File: src/inc/osr_pkg.sv
/*
 * constants shared by both ends of the oscillator register path:
 * main-map addresses, window layout, oscillator register fields,
 * reset values, the controller's own register map and its states.
 * assumes nothing beyond a SystemVerilog compiler.
 */
package osr_pkg;
    // main register map seen on the link
    localparam int MADDR_W = 5;
    localparam int MDATA_W = 24;
    localparam logic [4:0] WIN_ADDR = 5'h05;
    localparam logic [4:0] INT_FINAL_ADDR = 5'h03;
    localparam logic [4:0] FRAC_FINAL_ADDR = 5'h04;
    // window register layout
    localparam int SUB_ID_LSB = 0;
    localparam int SUB_ID_W = 3;
    localparam int SUB_ADDR_LSB = 3;
    localparam int SUB_ADDR_W = 4;
    localparam int SUB_DATA_LSB = 7;
    localparam int SUB_DATA_W = 9;
    localparam logic [2:0] OSC_ID = 3'h0;
    // oscillator register addresses
    localparam logic [3:0] REG_TUNING = 4'h0;
    localparam logic [3:0] REG_POWER = 4'h1;
    localparam logic [3:0] REG_DIVIDER = 4'h2;
    // tuning register fields
    localparam int CAL_BIT = 0;
    localparam int BAND_LSB = 1;
    localparam int BAND_W = 8;
    localparam logic [8:0] TUNING_RST = 9'h020;
    // power register fields
    localparam int RFPWR_LSB = 0;
    localparam int BIAS_LSB = 2;
    localparam int DIVPWR_LSB = 5;
    localparam int PWR_RSVD_BIT = 7;
    localparam int DIV_ON_BIT = 8;
    localparam logic [8:0] POWER_RST = 9'h000;
    // divider register fields
    localparam int RATIO_LSB = 0;
    localparam int OSC_PD_BIT = 3;
    localparam logic [8:0] DIVIDER_RST = 9'h000;
    // controller registers, byte offsets on ahb-lite
    localparam logic [7:0] CTRL_OFS = 8'h00;
    localparam logic [7:0] TUNE_CFG_OFS = 8'h04;
    localparam logic [7:0] POWER_CFG_OFS = 8'h08;
    localparam logic [7:0] DIV_CFG_OFS = 8'h0c;
    localparam logic [7:0] FINAL_DATA_OFS = 8'h10;
    localparam logic [7:0] RAW_WR_OFS = 8'h14;
    localparam logic [7:0] STATUS_OFS = 8'h18;
    // ctrl bits, plus the raw write address position
    localparam int CTRL_START = 0;
    localparam int CTRL_TUNE = 1;
    localparam int CTRL_FIRST = 2;
    localparam int CTRL_FRAC = 3;
    localparam int CTRL_MANUAL = 4;
    localparam int RAW_ADDR_LSB = 24;
    localparam logic [3:0] CTRL_RST = 4'h0;

    typedef enum logic [2:0] {
        ST_IDLE = 3'b000,
        ST_DIV = 3'b001,
        ST_POWER = 3'b010,
        ST_TUNE = 3'b011,
        ST_ZERO = 3'b100,
        ST_FINAL = 3'b101,
        ST_RAW = 3'b110
    } osr_state_t;
endpackage
File: src/inc/osr_link_if.sv
/*
 * link between the host controller and the synthesizer's main map:
 * one write word per cycle, no read path.
 * assumes both ends share hclk; serial framing is outside this pair.
 */
`timescale 1ns/1ps
`default_nettype none
interface osr_link_if;
    logic mw_valid;
    logic [osr_pkg::MADDR_W-1:0] mw_addr;
    logic [osr_pkg::MDATA_W-1:0] mw_data;

    modport host (
        output mw_valid,
        output mw_addr,
        output mw_data
    );
    modport device (
        input mw_valid,
        input mw_addr,
        input mw_data
    );
endinterface
`default_nettype wire

File: src/design/osr_host.sv
/*
 * host end: an ahb-lite slave with its own command registers that
 * turns software orders into main-map writes on the link, including
 * the ordered oscillator programming sequence.
 * assumes one hclk shared with the device and a single ahb master.
 */
`timescale 1ns/1ps
`default_nettype none
module osr_host (
    osr_link_if.host link,                   // writes to the device
    input wire logic hclk,                   // 40 MHz clock
    input wire logic hresetn,                // async reset, active low
    input wire logic hsel,                   // slave select
    input wire logic [31:0] haddr,           // byte address
    input wire logic [1:0] htrans,           // transfer type
    input wire logic hwrite,                 // write when high
    input wire logic [2:0] hsize,            // word only
    input wire logic hready,                 // bus ready in
    input wire logic [31:0] hwdata,          // write data
    output logic hreadyout,                  // always ready
    output logic hresp,                      // always okay
    output logic [31:0] hrdata               // read data
);
    ////////////////////////////////////////////////////////////////////
    // ahb-lite slave, zero wait states

    logic ap_wr;
    logic ap_rd;
    logic [7:0] ap_addr;
    logic [3:0] ctrl;
    logic [8:0] tune_cfg;
    logic [8:0] power_cfg;
    logic [8:0] div_cfg;
    logic [23:0] final_data;
    logic [28:0] raw_wr;
    logic [7:0] wr_count;
    logic start_req;
    logic raw_req;
    osr_pkg::osr_state_t state;
    osr_pkg::osr_state_t next_state;

    assign hreadyout = 1'b1;
    assign hresp = 1'b0;

    always_ff @(posedge hclk or negedge hresetn) begin
        if (!hresetn) begin
            ap_wr <= 1'b0;
            ap_rd <= 1'b0;
            ap_addr <= 8'h00;
        end else if (hready) begin
            ap_wr <= hsel && htrans[1] && hwrite;
            ap_rd <= hsel && htrans[1] && !hwrite;
            ap_addr <= haddr[7:0];
        end
    end

    // orders arriving while a sequence runs are dropped, not queued
    assign start_req = ap_wr && (ap_addr == osr_pkg::CTRL_OFS) &&
        hwdata[osr_pkg::CTRL_START] && (state == osr_pkg::ST_IDLE);
    assign raw_req = ap_wr && (ap_addr == osr_pkg::RAW_WR_OFS) &&
        (state == osr_pkg::ST_IDLE);

    always_ff @(posedge hclk or negedge hresetn) begin
        if (!hresetn) begin
            ctrl <= osr_pkg::CTRL_RST;
            tune_cfg <= osr_pkg::TUNING_RST;
            power_cfg <= osr_pkg::POWER_RST;
            div_cfg <= osr_pkg::DIVIDER_RST;
            final_data <= 24'h000000;
            raw_wr <= 29'h0;
        end else if (ap_wr) begin
            unique case (ap_addr)
                osr_pkg::CTRL_OFS: ctrl <= hwdata[4:1];
                osr_pkg::TUNE_CFG_OFS: tune_cfg <= hwdata[8:0];
                osr_pkg::POWER_CFG_OFS: power_cfg <= hwdata[8:0];
                osr_pkg::DIV_CFG_OFS: div_cfg <= hwdata[8:0];
                osr_pkg::FINAL_DATA_OFS: final_data <= hwdata[23:0];
                osr_pkg::RAW_WR_OFS: raw_wr <= hwdata[28:0];
                default: ;
            endcase
        end
    end

    always_comb begin
        hrdata = 32'h00000000;
        if (ap_rd) begin
            unique case (ap_addr)
                osr_pkg::CTRL_OFS: hrdata = {27'h0, ctrl, 1'b0};
                osr_pkg::TUNE_CFG_OFS: hrdata = {23'h0, tune_cfg};
                osr_pkg::POWER_CFG_OFS: hrdata = {23'h0, power_cfg};
                osr_pkg::DIV_CFG_OFS: hrdata = {23'h0, div_cfg};
                osr_pkg::FINAL_DATA_OFS: hrdata = {8'h0, final_data};
                osr_pkg::RAW_WR_OFS: hrdata = {3'h0, raw_wr};
                osr_pkg::STATUS_OFS: hrdata = {16'h0, wr_count, 7'h0,
                    state != osr_pkg::ST_IDLE};
                default: hrdata = 32'h00000000;
            endcase
        end
    end

    ////////////////////////////////////////////////////////////////////
    // sequencer: divider, power, tuning, zero window, final write

    function automatic logic [23:0] win_word(input logic [3:0] a,
                                             input logic [8:0] d);
        win_word = {8'h00, d, a, osr_pkg::OSC_ID};
    endfunction

    always_comb begin
        next_state = state;
        unique case (state)
            osr_pkg::ST_IDLE: begin
                if (start_req) begin
                    next_state = osr_pkg::ST_DIV;
                end else if (raw_req) begin
                    next_state = osr_pkg::ST_RAW;
                end
            end
            osr_pkg::ST_DIV: next_state = osr_pkg::ST_POWER;
            osr_pkg::ST_POWER: begin
                if (ctrl[osr_pkg::CTRL_TUNE - 1]) begin
                    next_state = osr_pkg::ST_TUNE;
                end else if (ctrl[osr_pkg::CTRL_FIRST - 1]) begin
                    next_state = osr_pkg::ST_ZERO;
                end else begin
                    next_state = osr_pkg::ST_FINAL;
                end
            end
            osr_pkg::ST_TUNE: begin
                if (ctrl[osr_pkg::CTRL_FIRST - 1]) begin
                    next_state = osr_pkg::ST_ZERO;
                end else begin
                    next_state = osr_pkg::ST_FINAL;
                end
            end
            osr_pkg::ST_ZERO: next_state = osr_pkg::ST_FINAL;
            osr_pkg::ST_FINAL: next_state = osr_pkg::ST_IDLE;
            osr_pkg::ST_RAW: next_state = osr_pkg::ST_IDLE;
            default: next_state = osr_pkg::ST_IDLE;
        endcase
    end

    always_ff @(posedge hclk or negedge hresetn) begin
        if (!hresetn) begin
            state <= osr_pkg::ST_IDLE;
        end else begin
            state <= next_state;
        end
    end

    ////////////////////////////////////////////////////////////////////
    // link word, registered one cycle behind its state

    logic [8:0] pwr_clean;
    logic [8:0] tune_clean;

    always_comb begin
        pwr_clean = power_cfg;
        pwr_clean[osr_pkg::PWR_RSVD_BIT] = 1'b0;
        tune_clean = tune_cfg;
        if (ctrl[osr_pkg::CTRL_MANUAL - 1]) begin
            tune_clean[osr_pkg::CAL_BIT] = 1'b0;
        end
    end

    always_ff @(posedge hclk or negedge hresetn) begin
        if (!hresetn) begin
            link.mw_valid <= 1'b0;
            link.mw_addr <= 5'h00;
            link.mw_data <= 24'h000000;
        end else begin
            link.mw_valid <= (state != osr_pkg::ST_IDLE);
            link.mw_addr <= osr_pkg::WIN_ADDR;
            unique case (state)
                osr_pkg::ST_DIV: link.mw_data <=
                    win_word(osr_pkg::REG_DIVIDER, div_cfg);
                osr_pkg::ST_POWER: link.mw_data <=
                    win_word(osr_pkg::REG_POWER, pwr_clean);
                osr_pkg::ST_TUNE: link.mw_data <=
                    win_word(osr_pkg::REG_TUNING, tune_clean);
                osr_pkg::ST_ZERO: link.mw_data <= 24'h000000;
                osr_pkg::ST_FINAL: begin
                    link.mw_addr <= ctrl[osr_pkg::CTRL_FRAC - 1] ?
                        osr_pkg::FRAC_FINAL_ADDR :
                        osr_pkg::INT_FINAL_ADDR;
                    link.mw_data <= final_data;
                end
                osr_pkg::ST_RAW: begin
                    link.mw_addr <= raw_wr[osr_pkg::RAW_ADDR_LSB +: 5];
                    link.mw_data <= raw_wr[23:0];
                end
                default: link.mw_data <= 24'h000000;
            endcase
        end
    end

    always_ff @(posedge hclk or negedge hresetn) begin
        if (!hresetn) begin
            wr_count <= 8'h00;
        end else if (state != osr_pkg::ST_IDLE) begin
            wr_count <= wr_count + 8'h01;
        end
    end
endmodule
`default_nettype wire

File: src/flat_wrapper.sv
// flat-port wrapper written by rule: the top's interface ports become plain ports
module osr_host_flat 
  (hclk, hresetn, hsel, haddr, htrans, hwrite, hsize, hready, hwdata, hreadyout, hresp, hrdata, link_mw_valid, link_mw_addr, link_mw_data);
  osr_link_if link_i ();
  input wire logic hclk;
  input wire logic hresetn;
  input wire logic hsel;
  input wire logic [31:0] haddr;
  input wire logic [1:0] htrans;
  input wire logic hwrite;
  input wire logic [2:0] hsize;
  input wire logic hready;
  input wire logic [31:0] hwdata;
  output logic hreadyout;
  output logic hresp;
  output logic [31:0] hrdata;
  output wire logic [$bits(link_i.mw_valid)-1:0] link_mw_valid;
  output wire logic [$bits(link_i.mw_addr)-1:0] link_mw_addr;
  output wire logic [$bits(link_i.mw_data)-1:0] link_mw_data;
  assign link_mw_valid = link_i.mw_valid;
  assign link_mw_addr = link_i.mw_addr;
  assign link_mw_data = link_i.mw_data;
  osr_host u_core (.link(link_i), .hclk(hclk), .hresetn(hresetn), .hsel(hsel), .haddr(haddr), .htrans(htrans), .hwrite(hwrite), .hsize(hsize), .hready(hready), .hwdata(hwdata), .hreadyout(hreadyout), .hresp(hresp), .hrdata(hrdata));
endmodule
File: config.mk
export PLATFORM = sky130hd
export DESIGN_NAME = osr_host_flat
export DESIGN_NICKNAME = d
export VERILOG_FILES = /design/src/inc/osr_pkg.sv /design/src/inc/osr_link_if.sv /design/src/design/osr_host.sv /design/src/flat_wrapper.sv
export SDC_FILE = /design/constraint.sdc
export NUM_CORES = 1
export LEC_CHECK = 0
export ABC_CLOCK_PERIOD_IN_PS = 4500
export BUFFER_PORTS_ARGS = -buffer_cell sky130_fd_sc_hd__buf_2
export CAP_MARGIN = 10
export CORE_ASPECT_RATIO = 1.25
export CORE_MARGIN = 2
export CORE_UTILIZATION = 30
export DETAILED_ROUTE_END_ITERATION = 16
export SYNTH_ARGS = -nofsm -noshare
export SYNTH_HDL_FRONTEND = slang
export SYNTH_SLANG_ARGS = --single-unit
File: constraint.sdc
create_clock -name hclk -period 4.5 [get_ports hclk]
set_clock_uncertainty 0.1 [all_clocks]
set_input_delay 0.45 -clock hclk [delete_from_list [all_inputs] [get_ports hclk]]
set_output_delay 0.45 -clock hclk [all_outputs]
set_load 0.02 [all_outputs]
==> impl_metrics.json <==
{
  "ys_types": 47,
  "netlist.area_leader.share_pct": 52.9,
  "drt_wl_total_mm": 17.6,
  "htree_levels": 4,
  "routabilityCongestion": 0.865,
  "setup_viol": 0,
  "syn_area_um2": 6340,
  "clock_latency_ps": 420,
  "clockBufferDepth": 2,
  "final_util_pct": 37.1,
  "port_buffers": 101,
  "vias_per_cell": 5.21,
  "io_pins": 138,
  "drcViolationCount": 0,
  "relSlewSlack_pct": 33.2,
  "start_util_pct": 30.6,
  "regArea_um2": 3380,
  "finalHoldViolCount": 0,
  "ys_top_cells_by_area": "dfrtp_1 (53%), mux2_2 (15%), mux2_4 (4.7%)",
  "path_clk_slew_ps": 60,
  "routedWlPerCell_um": 20.2,
  "worst_pin_slew_ps": 1000,
  "routed-via-count": 4542,
  "avgSynthCellArea_um2": 13.0,
  "antenna_found_initial": 1,
  "worst_slack_ps": 808,
  "multi_input_area_um2": 2750,
  "power_density_nw_per_um2": 498,
  "holdWs_ps": 64.2,
  "clockRootBuffer": "clkbuf_16",
  "final_area_um2": 7700,
  "ys_seq_elements": 135,
  "place_area_um2": 7090,
  "hpwl_mm": 11.9,
  "hp-class": "in2async",
  "cts_hold_buf": 0,
  "maxSlewViolCount": 0,
  "yosysSeqAreaShare_pct": 53.3,
  "drv_cap": 0,
  "start_kind": "flop",
  "grt_pass1_vias": 4777,
  "overflow": 0,
  "grt.total_usage_pct": 16.0,
  "synth-main-ff-cell": "dfrtp_1",
  "worstSetupPathType": "reg2out",
  "instances_no_fill": 872,
  "cts_tree": "yes",
  "leakage_nw": 3.41,
  "max_freq_ghz": 0.271,
  "syn_inst": 488,
  "ant_nets": 0,
  "grt_pass1_wl_mm": 27.3,
  "yosys_warnings": 0,
  "die_h_um": 167,
  "dieArea_um2": 22300,
  "period_share_pct": 82.1,
  "dp_slack_ps": 1280,
  "insertedDiodeCount": 0,
  "synth_edf_count": 0,
  "rows": 59,
  "rsz0062_at_grt": "false",
  "dr.pass1.iters": 5,
  "core_area_um2": 20700,
  "drt_iter0_drc": 461,
  "clock_sink_count": 135,
  "syn_to_final_growth_pct": 21.5,
  "cp.arrival_ps": 3140,
  "cp_max_fo": 20,
  "vdd_drop_max_mv": 0.291,
  "fillCellCount": 2010,
  "tns_ps": 0,
  "dp.cells": 840,
  "numCtsBuffers": 17,
  "required_ps": 3950,
  "status": "finished, final reports clean",
  "drive_above_1_share_pct": 43.3,
  "postCtsSetupBuffers": 0,
  "die_x_um": 134,
  "finalPower_mw": 3.83,
  "post-route-min-period_ps": 3690,
  "synthArstFlopShare_pct": 100,
  "fin_nets": 660,
  "yosysTopAreaCell": "dfrtp_1",
  "crit_path_end_kind": "output pin",
  "grt_max_degree": 102,
  "cts_resized": 0
}
## registers in the layout, indices dropped and copies added, names as in the netlist
register / cells
u_core.wr_count: 8
u_core.div_cfg: 9
u_core.ap_addr: 8
u_core.tune_cfg: 9
u_core.ctrl: 4
u_core.link.mw_data: 24
u_core.link.mw_valid: 1
u_core.raw_wr: 29
u_core.ap_rd: 1
u_core.state: 3
u_core.final_data: 24
u_core.link.mw_addr: 5
u_core.ap_wr: 1
u_core.power_cfg: 9
## per-layer routing
layer	up-vias	part of all wire [%]	GRT usage, %	wire length (µm)
li1	1998	-	-	-
met1	2326	40	19.8	7140
met2	186	51	26.5	8960
met3	30	6.3	4.44	1120
met4	2	2.4	6.45	422
met5	-	0.0057	0	1
## logic make-up after synthesis
logic type	after synthesis	synth area share, %
fa+ha+maj	1	0.197
xor+xnor	7	0.967
simple gates	89	8.88
other cells	2	0.118
mux	111	21.2
compound gates	101	11.8
flops	135	53.3
buf+inv	42	3.45
## cells in the final DEF (no fill, tap or decap), types with 7 or more instances in the layout
cell	instances
buf_2	100
a2bb2oi_1	9
mux2_2	82
dfrtp_1	134
a22oi_1	33
clkbuf_16	17
nand4_1	9
nor2_1	23
buf_4	12
a22o_1	18
xnor2_1	7
and3_1	9
o21ai_0	10
nand2_1	16
a21oi_1	13
mux2_4	20
a221oi_1	8
## cells in the mapped netlist (all sizes together), types with 10 or more instances
cell type	number
nor2	23
o21ai	10
nand2	17
a22oi	33
a22o	18
a21oi	13
dfrtp	134
clkbuf	15
buf	23
mux2	108
nand4	10
## layout make-up
type                    instances  area share [%]
multi-input cells             314            35.7
repair buffers                113            7.82
well taps                     274            4.45
inverters                       4           0.195
flip-flops and latches        135            43.9
clock buffers                  20            5.93
clock inverters                12            1.97
## worst max-delay path: stages (launching register included)
cell and delay [ps]:
dfrtp_1 680, or4b_4 700, nor2b_4 610, a22oi_1 190, a31oi_1 300, buf_2 230
## worst paths after layout
check / startpoint / to / slack, ps / cells after the start
setup / recovery: u_core.ap_addr[4]$_DFFE_PN0P_ / hrdata[0] / 810 / 5
hold / removal: hresetn / u_core.final_data[13]$_DFFE_PN0P_ / 60 / 1
setup reg to reg: u_core.ap_addr[4]$_DFFE_PN0P_ / u_core.final_data[12]$_DFFE_PN0P_ / 1380 / 4
hold reg to reg: u_core.wr_count[4]$_DFFE_PN0N_ / u_core.wr_count[4]$_DFFE_PN0N_ / 400 / 1
max in group asynchronous: hresetn / u_core.ap_rd$_DFFE_PN0P_ / 3230 / 2
min in group hclk: hwdata[25] / u_core.raw_wr[25]$_DFFE_PN0P_ / 140 / 2
## power breakdown
part / total, mW / switching (mW) / internal [mW]
Combinational: 0.863 / 0.512 / 0.351
Sequential: 1.55 / 0.168 / 1.38
Clock: 1.42 / 0.522 / 0.897
Total: 3.83 / 1.20 / 2.63
Power figures use the tool's default switching activity.
